==> config.mk <==
export PLATFORM = sky130hd
export DESIGN_NAME = pxs_serializer
export DESIGN_NICKNAME = d
export VERILOG_FILES = /design/src/include/pxs_pkg.sv /design/src/rtl/pxs_serializer.sv
export SDC_FILE = /design/constraint.sdc
export NUM_CORES = 1
export LEC_CHECK = 0
export BUFFER_PORTS_ARGS = -buffer_cell sky130_fd_sc_hd__buf_2
export CORE_ASPECT_RATIO = 1.75
export CORE_MARGIN = 4
export CORE_UTILIZATION = 40
export CTS_BUF_LIST = sky130_fd_sc_hd__clkbuf_8 sky130_fd_sc_hd__clkbuf_16
export DETAILED_ROUTE_END_ITERATION = 6
export SYNTH_ARGS = -nofsm -noshare
export SYNTH_HDL_FRONTEND = slang
export SYNTH_SLANG_ARGS = --single-unit
==> constraint.sdc <==
create_clock -name clk_i -period 7.8 [get_ports clk_i]
set_input_delay 1.17 -clock clk_i [delete_from_list [all_inputs] [get_ports clk_i]]
set_output_delay 1.17 -clock clk_i [all_outputs]
set_load 0.01 [all_outputs]
==> src/include/pxs_pkg.sv <==
// shared constants for the 21-to-3 pixel serializer
package pxs_pkg;
  localparam int          PXS_DATA_W       = 21;
  localparam int          PXS_LANES        = 3;
  localparam int          PXS_BITS         = 7;
  localparam int          PXS_HIGH_SLOTS   = 4;
  localparam int          PXS_FIFO_DEPTH   = 16;
  localparam int          PXS_PERIOD_W     = 8;
  localparam int          PXS_SLOT_W       = 3;
  localparam int          PXS_LOCK_EDGES   = 2;
  localparam int          PXS_CLK_PERIOD_NS = 10;
  localparam int          PXS_EN_TIME_NS   = 1_000_000;
  localparam int          PXS_EN_CYC       = PXS_EN_TIME_NS / PXS_CLK_PERIOD_NS;
  localparam logic        PXS_OE_N_RST     = 1'b1;
  localparam logic [2:0]  PXS_SLOT_LAST    = 3'h6;
  localparam logic [2:0]  PXS_SLOT_HIGH    = 3'h4;
  localparam logic [1:0]  PXS_EDGES_RST    = 2'h0;
  localparam logic [1:0]  PXS_EDGES_LOCK   = 2'h2;
  typedef enum logic [1:0] {PXS_OFF, PXS_LOCK, PXS_RUN} pxs_state_t;
endpackage

==> src/rtl/pxs_serializer.sv <==
// pixel serializer: word fifo and 21-to-3 serializer top
// Behaviour
// three seven-bit shift registers, one per lane
// capture all 21 inputs on pixel clock fall
// bit rate locked to pixel clock, seven slots
// forwarded clock at pixel clock frequency
// power down stops clock, drivers off
// power down low clears every register; fifo storage and input synchronisers are not cleared
// bit n at n sevenths after rise
// forwarded clock high four of seven slots
// controller keeps pixel clock 31-75 MHz
// lock and valid lanes within 1 ms
// power down drops forwarded clock low quickly
// bit rate tracks spread-spectrum pixel clock
// inputs 0-6,7-13,14-20 to lanes, lsb first
`timescale 1ns/1ns
module pxs_fifo #(
  parameter int W     = 21,
  parameter int DEPTH = 16
) (
  // clock and clear
  input  wire logic         clk_i,
  input  wire logic         rst_n_i,
  input  wire logic         clr_i,
  // fill side
  input  wire logic         in_valid_i,
  output logic              in_ready_o,
  input  wire logic [W-1:0] in_data_i,
  // drain side
  output logic              out_valid_o,
  input  wire logic         out_ready_i,
  output logic [W-1:0]      out_data_o
);
  localparam int AW = $clog2(DEPTH);
  // refused at elaboration: pointer wrap needs a power-of-two depth
  if (DEPTH < 2 || (1 << AW) != DEPTH) begin : g_depth_chk
    $error("pxs_fifo: depth must be a power of two");
  end
  logic [W-1:0] mem_ff [DEPTH];
  logic [AW:0]  wr_ff;
  logic [AW:0]  rd_ff;
  logic [AW:0]  nxt_wr;
  logic [AW:0]  nxt_rd;
  logic         push;
  logic         pop;
  assign in_ready_o  = (wr_ff - rd_ff) != (AW+1)'(DEPTH);
  assign out_valid_o = wr_ff != rd_ff;
  assign out_data_o  = mem_ff[rd_ff[AW-1:0]];
  assign push        = in_valid_i && in_ready_o;
  assign pop         = out_valid_o && out_ready_i;
  always_comb begin
    nxt_wr = clr_i ? '0 : (push ? wr_ff + 1'b1 : wr_ff);
    nxt_rd = clr_i ? '0 : (pop ? rd_ff + 1'b1 : rd_ff);
  end
  always_ff @(posedge clk_i or negedge rst_n_i) begin
    if (!rst_n_i) begin
      wr_ff <= '0;
      rd_ff <= '0;
    end else begin
      wr_ff <= nxt_wr;
      rd_ff <= nxt_rd;
    end
  end
  // storage needs no reset; pointers decide what is valid
  always_ff @(posedge clk_i) begin
    if (push) begin
      mem_ff[wr_ff[AW-1:0]] <= in_data_i;
    end
  end
endmodule

module pxs_serializer
  import pxs_pkg::*;
#(
  parameter int EN_CYC = PXS_EN_CYC
) (
  // clock and reset
  input  wire logic                  clk_i,
  input  wire logic                  rst_n_i,
  // controller side pins
  input  wire logic                  pixel_clock_in_i,
  input  wire logic [PXS_DATA_W-1:0] parallel_data_in_i,
  input  wire logic                  power_down_clear_n_i,
  // panel side lines
  output logic                       serial_lane0_o,
  output logic                       serial_lane1_o,
  output logic                       serial_lane2_o,
  output logic                       forwarded_clock_o,
  output logic                       line_drive_oe_n_o,
  // status
  output logic                       locked_o,
  output logic                       lock_timeout_o,
  output logic                       overrun_o
);
  if (EN_CYC < 1) begin : g_en_chk
    $error("pxs_serializer: EN_CYC must be positive");
  end
  localparam int PW = PXS_PERIOD_W;
  localparam int WW = $clog2(EN_CYC + 1);
  // input synchronisers
  logic                  pclk_s1_ff, pclk_s2_ff, pclk_s3_ff;
  logic                  pd_s1_ff, pd_s2_ff;
  logic [PXS_DATA_W-1:0] data_s1_ff, data_s2_ff;
  always_ff @(posedge clk_i or negedge rst_n_i) begin
    if (!rst_n_i) begin
      pclk_s1_ff <= 1'b0;
      pclk_s2_ff <= 1'b0;
      pclk_s3_ff <= 1'b0;
      pd_s1_ff   <= 1'b0;
      pd_s2_ff   <= 1'b0;
      data_s1_ff <= '0;
      data_s2_ff <= '0;
    end else begin
      pclk_s1_ff <= pixel_clock_in_i;
      pclk_s2_ff <= pclk_s1_ff;
      pclk_s3_ff <= pclk_s2_ff;
      pd_s1_ff   <= power_down_clear_n_i;
      pd_s2_ff   <= pd_s1_ff;
      data_s1_ff <= parallel_data_in_i;
      data_s2_ff <= data_s1_ff;
    end
  end
  logic                  pclk_fall;
  assign pclk_fall = pclk_s3_ff && !pclk_s2_ff;
  // main state
  pxs_state_t            state_ff, nxt_state;
  logic [PW-1:0]         cnt_ff, nxt_cnt;
  logic [PW-1:0]         period_ff, nxt_period;
  logic [PW-1:0]         acc_ff, nxt_acc;
  logic [1:0]            edges_ff, nxt_edges;
  logic [WW-1:0]         wd_ff, nxt_wd;
  logic [PXS_SLOT_W-1:0] slot_ff, nxt_slot;
  logic [PXS_BITS-1:0]   sh_ff [PXS_LANES];
  logic [PXS_BITS-1:0]   nxt_sh [PXS_LANES];
  logic [PXS_LANES-1:0]  lane_ff, nxt_lane;
  logic                  fwd_ff, nxt_fwd;
  logic                  oe_n_ff, nxt_oe_n;
  logic                  tmo_ff, nxt_tmo;
  logic                  ovr_ff, nxt_ovr;
  logic                  locked_ff, nxt_locked;
  logic                  push_v, fifo_in_rdy, fifo_out_v, pop;
  logic [PXS_DATA_W-1:0] fifo_word;
  logic [PW:0]           acc_sum;
  logic                  tick;
  // capture on fall
  assign push_v = pclk_fall && (state_ff == PXS_RUN);
  pxs_fifo #(.W(PXS_DATA_W), .DEPTH(PXS_FIFO_DEPTH)) u_fifo (
    .clk_i      (clk_i),
    .rst_n_i    (rst_n_i),
    .clr_i      (!pd_s2_ff),
    .in_valid_i (push_v),
    .in_ready_o (fifo_in_rdy),
    .in_data_i  (data_s2_ff),
    .out_valid_o(fifo_out_v),
    .out_ready_i(pop),
    .out_data_o (fifo_word)
  );
  // fractional divider, seven ticks per measured period
  assign acc_sum = {1'b0, acc_ff} + (PW+1)'(PXS_BITS);
  assign tick    = (state_ff == PXS_RUN) && (acc_sum >= {1'b0, period_ff});
  assign pop     = tick && (slot_ff == '0) && fifo_out_v;
  always_comb begin
    nxt_state  = state_ff;
    nxt_cnt    = (cnt_ff == '1) ? cnt_ff : cnt_ff + 1'b1;
    nxt_period = period_ff;
    nxt_acc    = acc_ff;
    nxt_edges  = edges_ff;
    nxt_wd     = wd_ff;
    nxt_slot   = slot_ff;
    nxt_sh     = sh_ff;
    nxt_lane   = lane_ff;
    nxt_fwd    = fwd_ff;
    nxt_oe_n   = (state_ff != PXS_RUN);
    nxt_tmo    = tmo_ff;
    nxt_ovr    = ovr_ff || (push_v && !fifo_in_rdy);
    // period re-measured at every pixel clock fall so the rate follows drift
    if (pclk_fall) begin
      nxt_cnt    = '0;
      nxt_period = cnt_ff + 1'b1;
      nxt_edges  = (edges_ff == PXS_EDGES_LOCK) ? edges_ff : edges_ff + 1'b1;
    end
    unique case (state_ff)
      PXS_OFF: begin
        nxt_state = PXS_LOCK;
      end
      PXS_LOCK: begin
        // lock after two edges, watchdog flags a 1 ms miss
        if (edges_ff == PXS_EDGES_LOCK) begin
          nxt_state = PXS_RUN;
        end else if (wd_ff == WW'(EN_CYC)) begin
          nxt_tmo = 1'b1;
        end else begin
          nxt_wd = wd_ff + 1'b1;
        end
      end
      PXS_RUN: begin
        if (tick) begin
          nxt_acc = acc_sum[PW-1:0] - period_ff;
          if (slot_ff == '0) begin
            // one forwarded period per word
            if (fifo_out_v) begin
              for (int i = 0; i < PXS_LANES; i++) begin
                // lane mapping, lowest input first
                nxt_lane[i] = fifo_word[i*PXS_BITS];
                // parallel load, serial shift
                nxt_sh[i]   = {1'b0, fifo_word[i*PXS_BITS+1 +: PXS_BITS-1]};
              end
              nxt_fwd  = 1'b1;
              nxt_slot = 3'h1;
            end else begin
              // starved: hold the clock low rather than send stale bits
              nxt_fwd = 1'b0;
            end
          end else begin
            for (int i = 0; i < PXS_LANES; i++) begin
              // one bit per seventh of the period
              nxt_lane[i] = sh_ff[i][0];
              nxt_sh[i]   = sh_ff[i] >> 1;
            end
            // high for slots 0 to 3 only
            nxt_fwd  = (slot_ff < PXS_SLOT_HIGH);
            nxt_slot = (slot_ff == PXS_SLOT_LAST) ? '0 : slot_ff + 1'b1;
          end
        end else begin
          nxt_acc = acc_sum[PW-1:0];
        end
      end
    endcase
    // power down clears the state, counters, shifters, flags and fifo pointers and stops the clock
    if (!pd_s2_ff) begin
      nxt_state  = PXS_OFF;
      nxt_cnt    = '0;
      nxt_period = '0;
      nxt_acc    = '0;
      nxt_edges  = PXS_EDGES_RST;
      nxt_wd     = '0;
      nxt_slot   = '0;
      nxt_lane   = '0;
      nxt_fwd    = 1'b0;
      nxt_oe_n   = PXS_OE_N_RST;
      nxt_tmo    = 1'b0;
      nxt_ovr    = 1'b0;
      for (int i = 0; i < PXS_LANES; i++) begin
        nxt_sh[i] = '0;
      end
    end
    nxt_locked = (nxt_state == PXS_RUN);
  end
  always_ff @(posedge clk_i or negedge rst_n_i) begin
    if (!rst_n_i) begin
      state_ff  <= PXS_OFF;
      cnt_ff    <= '0;
      period_ff <= '0;
      acc_ff    <= '0;
      edges_ff  <= PXS_EDGES_RST;
      wd_ff     <= '0;
      slot_ff   <= '0;
      lane_ff   <= '0;
      fwd_ff    <= 1'b0;
      oe_n_ff   <= PXS_OE_N_RST;
      tmo_ff    <= 1'b0;
      ovr_ff    <= 1'b0;
      locked_ff <= 1'b0;
      for (int i = 0; i < PXS_LANES; i++) begin
        sh_ff[i] <= '0;
      end
    end else begin
      state_ff  <= nxt_state;
      cnt_ff    <= nxt_cnt;
      period_ff <= nxt_period;
      acc_ff    <= nxt_acc;
      edges_ff  <= nxt_edges;
      wd_ff     <= nxt_wd;
      slot_ff   <= nxt_slot;
      lane_ff   <= nxt_lane;
      fwd_ff    <= nxt_fwd;
      oe_n_ff   <= nxt_oe_n;
      tmo_ff    <= nxt_tmo;
      ovr_ff    <= nxt_ovr;
      locked_ff <= nxt_locked;
      sh_ff     <= nxt_sh;
    end
  end
  // every output straight from a register
  assign serial_lane0_o    = lane_ff[0];
  assign serial_lane1_o    = lane_ff[1];
  assign serial_lane2_o    = lane_ff[2];
  assign forwarded_clock_o = fwd_ff;
  assign line_drive_oe_n_o = oe_n_ff;
  assign locked_o          = locked_ff;
  assign lock_timeout_o    = tmo_ff;
  assign overrun_o         = ovr_ff;
endmodule

* After elaboration in Yosys (flattened, before gate mapping) *
Memories as Yosys holds them, arrays and structs flattened.
Cells that the tools add are included.

cells by class
  $lt $le $gt $ge = 2
  reductions and logical operators = 18
  $add $sub $neg = 9
  multiplexer cells = 51
  equal/unequal tests = 21

operators by type and width
  kind                   number
  $mux 21                5
  $mux 17                4
  $mux 8                 8
  $mux 3                 11
  $mux 5                 4
  $add 17x1->17 const B  1
  $eq 17x17->1 const B   1
  $ne 2x1->1 const B     7
  $mux 1                 13
  $add 5x1->5 const B    2
  $mux 2                 5
  $add 8x3->9 const B    1
  $ge 9x8->1             1
  $reduce_and 3->1       3
  $add 8x1->8 const B    1
  $eq 8x8->1 const B     1
  $logic_and 1x1->1      8
  $sub 8x8->8            1
  $eq 2x2->1 const B     3
  $ne 2x2->1 const B     3
  $ne 3x3->1 const B     2
  $ne 5x5->1             1
  $ne 5x5->1 const B     1
  $sub 5x5->5            1
  other kinds (11)       13

storage, ports and cells
  RAM bits = 336
  logic and storage cells = 127
  output and inout bits = 8
  register bits after elaboration = 134
  memories = 1

memories
  name           words  width  rd ports  clocked after memory_dff  write ports  line                  text
  u_fifo.mem_ff  16     21     1         0                         1            pxs_serializer.sv:39  logic [W-1:0] mem_ff [DEPTH];

* Logic depth before layout (Yosys ltp) *
Gate-level depths: netlist (run 1).

  depth after elaboration = 8
  mapped depth = 15

* Modules after synthesis *
Synthesis (run 1) repeated with hierarchy kept, for this count alone.

second synthesis, totals
  cells, all modules = 1152
  area total of the unflattened synthesis = 18859.3 µm²

by module, submodules not included
  module          area each (µm²)  cells an instance  seq. area each (µm²)  instances
  pxs_fifo        13540.5          677                10339.9               1
  pxs_serializer  5318.9           475                3029.2                1

* Least setup slack after synthesis (run 1) *
Ideal clock, no wire load.

  path type = reg2reg
  from = register u_fifo.rd_ff[1]
  to = memory u_fifo.mem_ff[4][0] (enable)
  period minus slack after synthesis = 4.171 ns
  data arrival time = 3.745 ns
  library setup time = 0.425 ns
  required time = 7.375 ns
  path slack = 3.629 ns
  cell stages (with the launch flop) = 13
  path buffers = 4
  cells stage by stage = dfrtp_1 > buf_2 > buf_2 > buf_1 > inv_1 > ha_1 > nand3b_1 > a21oi_1 > o2bb2ai_1 > a21oi_1 > buf_2 > nand2_1 > nor3_1

on the way
  word-level cells in the longest chain between the ends = 5

RTL lines
  item                          line                  text
  start, declared               pxs_serializer.sv:41  logic [AW:0] rd_ff;
  start signal, assigned        pxs_serializer.sv:61  rd_ff <= nxt_rd;
  $sub 5x5->5                   pxs_serializer.sv:46  assign in_ready_o = (wr_ff - rd_ff) != (AW+1)'(DEPTH);
  $ne 5x5->1                    pxs_serializer.sv:46
  $logic_and 1x1->1             pxs_serializer.sv:49  assign push = in_valid_i && in_ready_o;
  $mux 1                        pxs_serializer.sv:66  if (push) begin
  $mux 1 (implied by the code)  pxs_serializer.sv:67  mem_ff[wr_ff[AW-1:0]] <= in_data_i;
  end, declared                 pxs_serializer.sv:39

No other way between the ends.

* Worst setup path in the final report (run 1) *
  from = register u_fifo.rd_ff[2]
  to = memory u_fifo.mem_ff[13][3] (enable)

Same word-level chain as after synthesis.

==> results of run 1 <==
==> worst max-delay path, stage by stage, from the launching register on <==
cell,delay (ns)
dfrtp_1,0.72
clkinv_1,0.39
ha_1,0.45
a21oi_1,0.21
a21oi_1,0.10
o2bb2ai_1,0.17
a21oi_1,0.18
buf_4,0.23
nand3_1,0.22
nor2_2,1.00
==> flip-flops by register name (all words and copies together), names as in the netlist, 3 cells and up <==
name / flops
acc_ff: 8
cnt_ff: 8
data_s1_ff: 21
data_s2_ff: 21
lane_ff: 3
period_ff: 8
sh_ff: 18
slot_ff: 3
u_fifo.mem_ff: 336
u_fifo.rd_ff: 5
u_fifo.wr_ff: 5
wd_ff: 17
==> cell type report <==
cell class / instances / area, um^2
Sequential cell: 467 / 13400
Timing Repair Buffer: 49 / 294
Clock inverter: 32 / 262
Tap cell: 588 / 736
Clock buffer: 51 / 1210
Fill cell: 4027 / 25700
Inverter: 35 / 131
Multi-Input combinational cell: 637 / 5160
==> synth_stat cells, types with 8 or more instances <==
cell      count  area share (%)
nor3_1       19            0.50
nor2_1       63             1.2
dfrtp_1     130              17
buf_2        13            0.34
xor2_1        8            0.37
nand2_1      52             1.0
a211oi_1     11            0.44
a22oi_1      16            0.63
o21ai_0      17            0.45
mux2i_1      68             3.6
o22ai_1      48             1.6
clkbuf_1     22            0.44
edfxtp_1    336              53
nand4_1       8            0.26
or3_1        13            0.43
inv_1        34            0.67
and3_1        9            0.30
nand3_1      22            0.58
nor2b_1      14            0.46
buf_4        13            0.51
xnor2_1      24             1.1
a21oi_1      67             1.8
mux4_2       48             5.7
ha_1         22             1.5
==> worst max-delay path by stage <==
stage | start | endpoint | slack, ns
floorplan | u_fifo.rd_ff[1] | u_fifo.mem_ff[4][0] | 3.63
global placement | u_fifo.rd_ff[2] | u_fifo.mem_ff[13][11] | 3.97
detailed placement | u_fifo.rd_ff[2] | u_fifo.mem_ff[13][2] | 3.77
CTS | u_fifo.rd_ff[2] | u_fifo.mem_ff[13][3] | 3.75
global route | u_fifo.rd_ff[2] | u_fifo.mem_ff[13][4] | 3.35
finish | u_fifo.rd_ff[2] | u_fifo.mem_ff[13][3] | 3.74
==> placed cells by master, fill, tap and decap left out, types with 13 or more instances in the layout <==
| cell type | synthesis | layout |
|---|---|---|
| nand3_1 | 22 | 22 |
| dfrtp_1 | 130 | 128 |
| o22ai_1 | 48 | 48 |
| xnor2_1 | 24 | 24 |
| or3_1 | 13 | 13 |
| edfxtp_1 | 336 | 336 |
| ha_1 | 22 | 22 |
| a21oi_1 | 67 | 67 |
| o21ai_0 | 17 | 17 |
| nor2_1 | 63 | 58 |
| buf_4 | 13 | 17 |
| a22oi_1 | 16 | 16 |
| nand2_1 | 52 | 52 |
| mux4_2 | 48 | 48 |
| nor2b_1 | 14 | 14 |
| clkbuf_16 | 0 | 45 |
| mux2i_1 | 68 | 68 |
| inv_1 | 34 | 42 |
| nor3_1 | 19 | 14 |
| buf_2 | 13 | 31 |
==> power breakdown <==
group	switching (mW)	internal [mW]	total, mW
Sequential	0.0430	2.68	2.73
Combinational	0.0649	0.0321	0.0970
Clock	0.943	1.22	2.16
==> metal layers <==
| metal | up-vias | global-route usage, % | share of wire [%] |
|---|---|---|---|
| li1 | 4693 | - | - |
| met1 | 5246 | 20.3 | 38 |
| met2 | 268 | 31.2 | 54 |
| met3 | 74 | 1.90 | 3.8 |
| met4 | 0 | 7.44 | 4.5 |
| met5 | - | 0 | 0 |
==> cell families after synthesis <==
group	Yosys count	share of synthesized area, %
AOI/OAI and AO/OA	218	7.69
muxes	122	9.64
buffers and inverters	94	2.50
DFF	467	70.5
adders and majority gates	23	1.56
xor gates and xnor gates	32	1.48
and+or+nand+nor	242	6.66
==> impl_metrics.tcl, run 1 <==
set metrics [dict create \
    tightest_slew_ns 1.23 \
    layout.cells.non_filler 1859 \
    firstDrtPassIters 5 \
    cts_setup_buffers 0 \
    rows 105 \
    wl_mm 43.3 \
    area_delta_synth_final_pct 11.6 \
    syn_nets 1246 \
    start_util_pct 40.4 \
    final_area_mm2 0.0212 \
    reg2reg_from "u_fifo.rd_ff[2]" \
    hold_path_depth 0 \
    post-route-drc-count 0 \
    drive_above_1_share_pct 17.4 \
    grt_pass1_wl_mm 66.5 \
    wire_per_inst_um 23.3 \
    via_per_inst 5.53 \
    r2r_end "u_fifo.mem_ff[13][3]" \
    setup_viol 0 \
    gp_congestion 0.861 \
    yosys_register_bits 467 \
    grt_max_degree 69 \
    grt_usage_pct 17.0 \
    synth_area_mm2 0.0190 \
    reg2reg_slack_ns 3.74 \
    rsz0062_at_grt "false" \
    first_global_vias 10600 \
    post-route-util_pct 45.1 \
    dp_slack_ns 3.77 \
    crit_fanout 21 \
    hold_start "data_s1_ff[10]" \
    fin_crit_sh_pct 52.1 \
    clock_sinks 467 \
    via_count 10300 \
    gr-total-overflow 0 \
    cap_violations 0 \
    worst_ep_arrival_time_ns 4.23 \
    path_clk_slew_ns 0.06 \
    syn_inst 1198 \
    hold_viol 0 \
    max_freq_ghz 0.246 \
    htree_levels 2 \
    io_pins 33 \
    tritoncts "yes" \
    ctsHoldBuffers 0 \
    skew_ns 0.0208 \
    peakVddDrop_v 0.000160 \
    cts_inserted_buffers 45 \
    die_w_um 173 \
    final_max_slew_viol_count 0 \
    dp_hpwl_mm 27.9 \
    synth_cell_type_count 76 \
    p_total_mw 4.99 \
    maxSlewHeadroom_pct 18.0 \
    drtIter0Drc 876 \
    yosys_warnings 0 \
    postSynthAreaPerCell_um2 15.8 \
    coreArea_mm2 0.0469 \
    ant_nets 0 \
    num_antenna_cells 0 \
    worst-setup-path-type "register to register" \
    insertion_delay_ns 0.56 \
    power.leakage_nw 7.27 \
    dp_cells 1776 \
    postPlaceCellArea_mm2 0.0197 \
    worst-r2r-cell-count 9 \
    whs_ns 0.340 \
    nets 1283 \
    endpoint_kind "register" \
    startpoint_type "register" \
    synth_flop_cell "edfxtp_1" \
    synthArstFlopShare_pct 28.1 \
    tns_ns 0 \
    cts_root_buf "clkbuf_16" \
    hold_class "register to register" \
    antenna_found_initial 0 \
    powerDensity_mw_per_mm2 236 \
    layout_setup_ws_ns 3.74 \
    ys_seq_area_share_pct 70.5 \
    min_to "data_s2_ff[10]" \
    dieArea_mm2 0.0511 \
    ctsLongestPathBuffers 3 \
    period_needed_ns 4.06 \
    synth-edff-count 336 \
    outcome "finished, final reports clean" \
    fp.dieH_um 296 \
    cts_resized 0 \
    required_ns 7.97 \
    portBuffers 32 \
]
Power figures use the tool's default switching activity.
==> inputs of run 2 (changes only) <==
--- a/config.mk
+++ b/config.mk
@@ -5,6 +5,7 @@
 export SDC_FILE = /design/constraint.sdc
 export NUM_CORES = 1
 export LEC_CHECK = 0
+export ABC_AREA = 1
 export BUFFER_PORTS_ARGS = -buffer_cell sky130_fd_sc_hd__buf_2
 export CORE_ASPECT_RATIO = 1.75
 export CORE_MARGIN = 4
==> constraint.sdc (replaced) <==
create_clock -name clk_i -period 4 [get_ports clk_i]
set_input_delay 0.6 -clock clk_i [delete_from_list [all_inputs] [get_ports clk_i]]
set_output_delay 0.6 -clock clk_i [all_outputs]
set_load 0.01 [all_outputs]
==> run 2 against run 1 <==
Global-route usage is 1.3 points higher. Area after synthesis up 8.1%. Synthesized cell count is 71% higher. Critical endpoint is now sh_ff[15]. Clock power is 96% higher. Setup slack worse by 2.9 ns. First-iteration DRC count increased by 8.7%. Count of clock-buffer cells in the layout increased by 2. Maximum frequency up 27%. Die area increased by 7.8%. Routed wire length up 16%. Sequential power grew 100%.
==> impl_metrics.tcl, run 2 <==
set metrics [dict create \
    yosysTopAreaCell "edfxtp_1" \
    worst-setup-path-type "register to register" \
    fillCellCount 4611 \
    ctsLongestPathBuffers 3 \
    syn_inst 2051 \
    multi_input_area_mm2 0.00575 \
    cts_inserted_buffers 42 \
    setup_viol 0 \
    antenna_found_initial 0 \
    reg2reg_slack_ns 0.80 \
    dieArea_mm2 0.0551 \
    drtIter0Drc 952 \
    crit_fanout 25 \
    portBuffers 32 \
    gp_congestion 0.846 \
    postSynthAreaPerCell_um2 9.99 \
    worst_ep_arrival_time_ns 3.69 \
    skew_ns 0.0150 \
    combPwrFrac_pct 9.8 \
    p_sw_mw 2.68 \
    worst-r2r-cell-count 16 \
    max_freq_ghz 0.313 \
    via_count 13800 \
    cts_setup_buffers 0 \
    ant_nets 0 \
    register_area_mm2 0.0134 \
    rows 109 \
    period_needed_ns 3.20 \
    path_clk_slew_ns 0.07 \
    cts_root_buf "clkbuf_16" \
    largest_register_ffs 336 \
    area_delta_synth_final_pct 12.1 \
    ys_seq_area_share_pct 65.2 \
    synth_top_area_share_pct 49.2 \
    p_sw_share_pct 24.9 \
    yosys_warnings 0 \
    syn_nets 2099 \
    peakVddDrop_v 0.000336 \
    fin_crit_sh_pct 79.9 \
    final_area_mm2 0.0230 \
    mostFrequentLayoutCells "nand2_1, edfxtp_1, nand3_1" \
    sequentialPowerShare_pct 50.9 \
    num_antenna_cells 0 \
    start_util_pct 40.5 \
    via_per_inst 4.97 \
    postPlaceCellArea_mm2 0.0215 \
    hold_viol 0 \
    io_pins 33 \
    tightest_slew_ns 0.959 \
    final_common_cell "nand2_1" \
    clock_sinks 467 \
    firstDrtPassIters 5 \
    synth_area_mm2 0.0205 \
    outcome "finished, final reports clean" \
    yosys-top-cells-count "nand2_1, edfxtp_1, nand3_1" \
    gr-total-overflow 0 \
    final_max_slew_viol_count 0 \
    drive_above_1_share_pct 9.30 \
    tns_ns 0 \
    dp_hpwl_mm 31.6 \
    tritoncts "yes" \
    ys_top_cells_by_area "edfxtp_1, dfrtp_1, nand2_1, nand3_1, inv_1" \
    power.leakage_nw 9.92 \
    startpoint "acc_ff[0]" \
    post-route-drc-count 0 \
    p_clk_share_pct 39.3 \
    synth-edff-count 336 \
    wl_mm 50.1 \
    coreArea_mm2 0.0506 \
    hold_class "primary input to async pin" \
    nets 2133 \
    synth_most_common_cell "nand2_1" \
    startpoint_type "register" \
    reg2reg_from "acc_ff[0]" \
    die_w_um 179 \
    powerDensity_mw_per_mm2 469 \
    maxSlewHeadroom_pct 36.0 \
    synthArstFlopShare_pct 28.1 \
    wire_per_inst_um 18.0 \
    grt_usage_pct 18.3 \
    synth_cell_type_count 42 \
    rsz0062_at_grt "false" \
    internal_power_mw 8.10 \
    grt_max_degree 173 \
    yosys_register_bits 467 \
    cts_resized 0 \
    synth_flop_cell "edfxtp_1" \
    cap_violations 0 \
    fp.dieH_um 307 \
    first_global_vias 13800 \
    insertion_delay_ns 0.56 \
    endpoint_kind "register" \
    grt_pass1_wl_mm 78.4 \
    ctsHoldBuffers 0 \
    required_ns 4.49 \
    r2r_end "sh_ff[15]" \
    htree_levels 2 \
]
## run 2: layer usage
metal / global-route usage, % / up-vias / routed length [um]
met4: 6.97 / 0 / 1910
met2: 34.1 / 309 / 27300
met1: 21.5 / 6683 / 19100
met3: 1.88 / 81 / 1830
li1: - / 6755 / -
met5: 0 / - / 0
## run 2: per-stage QoR
| step | std cells | hold slack, ns | utilization (%) | setup WS [ns] | power [mW] |
|---|---|---|---|---|---|
| after floorplan | 2051 | 0.304 | - | 0.154 | 6.25 |
| after global placement | 2707 | 0.331 | 42.5 | 0.909 | 6.63 |
| after detailed placement | 2707 | 0.335 | 42.5 | 0.817 | 6.65 |
| after CTS | 2785 | 0.0477 | 45.4 | 0.779 | 10.9 |
| after global routing | 2785 | 0.0703 | 45.4 | 0.471 | 11.2 |
| final | 2785 | 0.0323 | 45.4 | 0.803 | 10.8 |
## run 2: layout make-up
type / instances / area share [%]
Multi-Input combinational cell: 1224 / 25.0
Sequential cell: 467 / 58.2
Timing Repair Buffer: 76 / 2.27
Clock inverter: 25 / 1.03
Clock buffer: 53 / 5.38
Tap cell: 666 / 3.63
Inverter: 274 / 4.49
## run 2: critical path, stage by stage, from the launching register on
cell	delay, ns
dfrtp_1	0.36
inv_1	0.08
ha_1	0.24
a21oi_2	0.25
nand3_1	0.12
xor2_1	0.20
inv_1	0.07
ha_1	0.33
a21oi_1	0.21
nand2_1	0.09
a21oi_2	0.15
nand2_2	0.19
nand2_4	0.19
nand2_8	0.16
nand2_4	0.30
nand2_1	0.11
nand2_1	0.08
## run 2: logic make-up after synthesis
group | Yosys count | synth area share, %
buffers and inverters | 360 | 7.12
XOR/XNOR | 30 | 1.28
AO/OA/AOI/OAI | 111 | 2.99
flip-flops | 467 | 65.2
AND/OR/NAND/NOR | 1060 | 21.9
adder cells (fa/ha/maj) | 23 | 1.44
## run 2: worst max path at each step
stage,to,slack [ns],depth (start not counted)
finish,sh_ff[15],0.80,16
global route,sh_ff[16],0.47,16
CTS,sh_ff[15],0.78,16
detailed placement,sh_ff[15],0.82,16
global placement,lane_ff[1],0.91,16
floorplan,u_fifo.mem_ff[0][0],0.15,14
## run 2: power groups by stage
stage | Combinational (mW) | Sequential [mW] | Clock, mW
after floorplan | 0.728 | 5.52 | 0
after global placement | 1.05 | 5.58 | 0
after detailed placement | 1.06 | 5.59 | 0
after CTS | 1.06 | 5.49 | 4.34
after global routing | 1.18 | 5.50 | 4.53
final | 1.05 | 5.49 | 4.24
==> inputs of run 3 (changes only) <==
--- a/config.mk
+++ b/config.mk
@@ -5,7 +5,7 @@
 export SDC_FILE = /design/constraint.sdc
 export NUM_CORES = 1
 export LEC_CHECK = 0
-export ABC_AREA = 1
+export ABC_AREA = 0
 export BUFFER_PORTS_ARGS = -buffer_cell sky130_fd_sc_hd__buf_2
 export CORE_ASPECT_RATIO = 1.75
 export CORE_MARGIN = 4
==> constraint.sdc (replaced) <==
create_clock -name clk_i -period 3 [get_ports clk_i]
set_input_delay 0.45 -clock clk_i [delete_from_list [all_inputs] [get_ports clk_i]]
set_output_delay 0.45 -clock clk_i [all_outputs]
set_load 0.01 [all_outputs]
==> run 3 against run 2 <==
Maximum frequency is 9.2% higher. Sequential power is 28% higher. Total power is 22% higher. Setup slack got worse by 0.73 ns. Cell count down 31%.
==> impl_metrics.tcl, run 3 (synthesized netlist as in run 1, its figures left out) <==
set metrics [dict create \
    area_delta_synth_final_pct 17.2 \
    antenna_found_initial 0 \
    post-route-drc-count 0 \
    mostFrequentLayoutCells "edfxtp_1, dfrtp_1, mux2i_1" \
    wl_mm 43.5 \
    portBuffers 32 \
    cts_root_buf "clkbuf_16" \
    startpoint_type "register" \
    fp.dieH_um 296 \
    required_ns 3.45 \
    p_sw_mw 2.65 \
    nets 1352 \
    dp_cells 1820 \
    tightest_slew_ns 0.844 \
    path_clk_slew_ns 0.07 \
    crit_buf_inv 3 \
    skew_ns 0.0153 \
    grt_usage_pct 17.0 \
    p_sw_share_pct 20.1 \
    power.leakage_nw 7.70 \
    maxSlewHeadroom_pct 43.8 \
    cp_top_family "compound AO/OA/AOI/OAI gates" \
    post-route-util_pct 47.4 \
    dp_slack_ns -0.151 \
    outcome "finished, final reports clean" \
    max_freq_ghz 0.341 \
    p_clk_share_pct 44.2 \
    grt_pass1_wl_mm 66.7 \
    final_max_slew_viol_count 0 \
    worst_ep_arrival_time_ns 3.38 \
    tritoncts "yes" \
    worst-setup-path-type "register to register" \
    ctsLongestPathBuffers 3 \
    firstDrtPassIters 7 \
    coreArea_mm2 0.0469 \
    via_count 10600 \
    insertion_delay_ns 0.56 \
    rsz0062_at_grt "false" \
    start_util_pct 40.4 \
    crit_fanout 8 \
    drive_above_1_share_pct 20.7 \
    endpoint_kind "register" \
    slowest_delay_ns 0.40 \
    layout_setup_ws_ns 0.0712 \
    cts_inserted_buffers 43 \
    powerDensity_mw_per_mm2 593 \
    io_pins 33 \
    grt_max_degree 82 \
    rows 105 \
    peakVddDrop_v 0.000438 \
    via_per_inst 5.51 \
    htree_levels 2 \
    internal_power_mw 10.5 \
    sequentialPowerShare_pct 53.5 \
    reg2reg_slack_ns 0.07 \
    first_global_vias 11200 \
    drtIter0Drc 704 \
    wire_per_inst_um 22.6 \
    clock_sinks 467 \
    final_common_cell "edfxtp_1" \
    die_w_um 173 \
    largest_register_ffs 336 \
    ant_nets 0 \
    layout.cells.non_filler 1927 \
    p_total_mw 13.2 \
    hold_viol 0 \
    num_antenna_cells 0 \
    cap_violations 0 \
    hold_class "register to register" \
    fin_crit_sh_pct 97.6 \
    dieArea_mm2 0.0511 \
    cp_slowest_cell "dfrtp_1" \
    fillCellCount 3970 \
    tns_ns 0 \
    setup_viol 0 \
    combPwrFrac_pct 2.3 \
    path_cells "inv_1 -> ha_2 -> buf_4 -> xor2_1 -> ha_2 -> o21a_1 -> o31ai_4 -> a21oi_4 -> buf_4 -> nor2_2 -> a21oi_1 -> o32ai_1" \
    gr-total-overflow 0 \
    dp_hpwl_mm 25.8 \
    period_needed_ns 2.93 \
    gp_congestion 0.854 \
]
run 3: power groups by stage:
stage,registers (mW),logic (mW),clock network (mW)
floorplan,7.16,0.158,0
global placement,7.19,0.269,0
detailed placement,7.19,0.274,0
CTS,7.05,0.303,5.97
global route,7.06,0.346,6.26
finish,7.05,0.308,5.82
run 3: stage by stage:
stage,cell area (um^2),hold WS [ns]
floorplan,19100,0.154
CTS,22200,0.350
global route,22200,0.353
finish,22200,0.347
global placement,20400,0.331
detailed placement,20400,0.335
run 3: path summary, 6_finish.rpt:
kind	startpoint	end	cells after the start
min in group asynchronous	rst_n_i	data_s1_ff[1]	2
max in group asynchronous	rst_n_i	wd_ff[14]	3
max reg2reg	acc_ff[0]	acc_ff[5]	12
max	acc_ff[0]	acc_ff[5]	12
min reg2reg	data_s1_ff[4]	data_s2_ff[4]	0
min	data_s1_ff[4]	data_s2_ff[4]	0
run 3: metal layers:
| metal | up-vias | wire [um] | GRT usage [%] |
|---|---|---|---|
| met1 | 5444 | 16600 | 19.5 |
| met5 | - | 0 | 0 |
| li1 | 4850 | - | - |
| met4 | 0 | 1330 | 5.75 |
| met2 | 234 | 24000 | 32.7 |
| met3 | 83 | 1530 | 1.94 |
run 3: repair_timing:
action / CTS / global route
setup buffers: 1 / 0
resized for setup: 6 / 11
endpoints found under the setup margin: 31 / 37
hold buffers: 24 / 0
pin swaps: 3 / 3
hold endpoints to repair: 29 / 0
cloned: 1 / 1
run 3: cell type report:
cell class | instances | area (um^2) | area share (%)
sequential | 467 | 13400 | 60.2
timing repair buffer | 118 | 1140 | 5.12
inverter | 35 | 131 | 0.591
clock buffer | 47 | 1140 | 5.14
multi-input combinational | 639 | 5330 | 24.0
clock inverter | 33 | 370 | 1.67
tap | 588 | 736 | 3.31
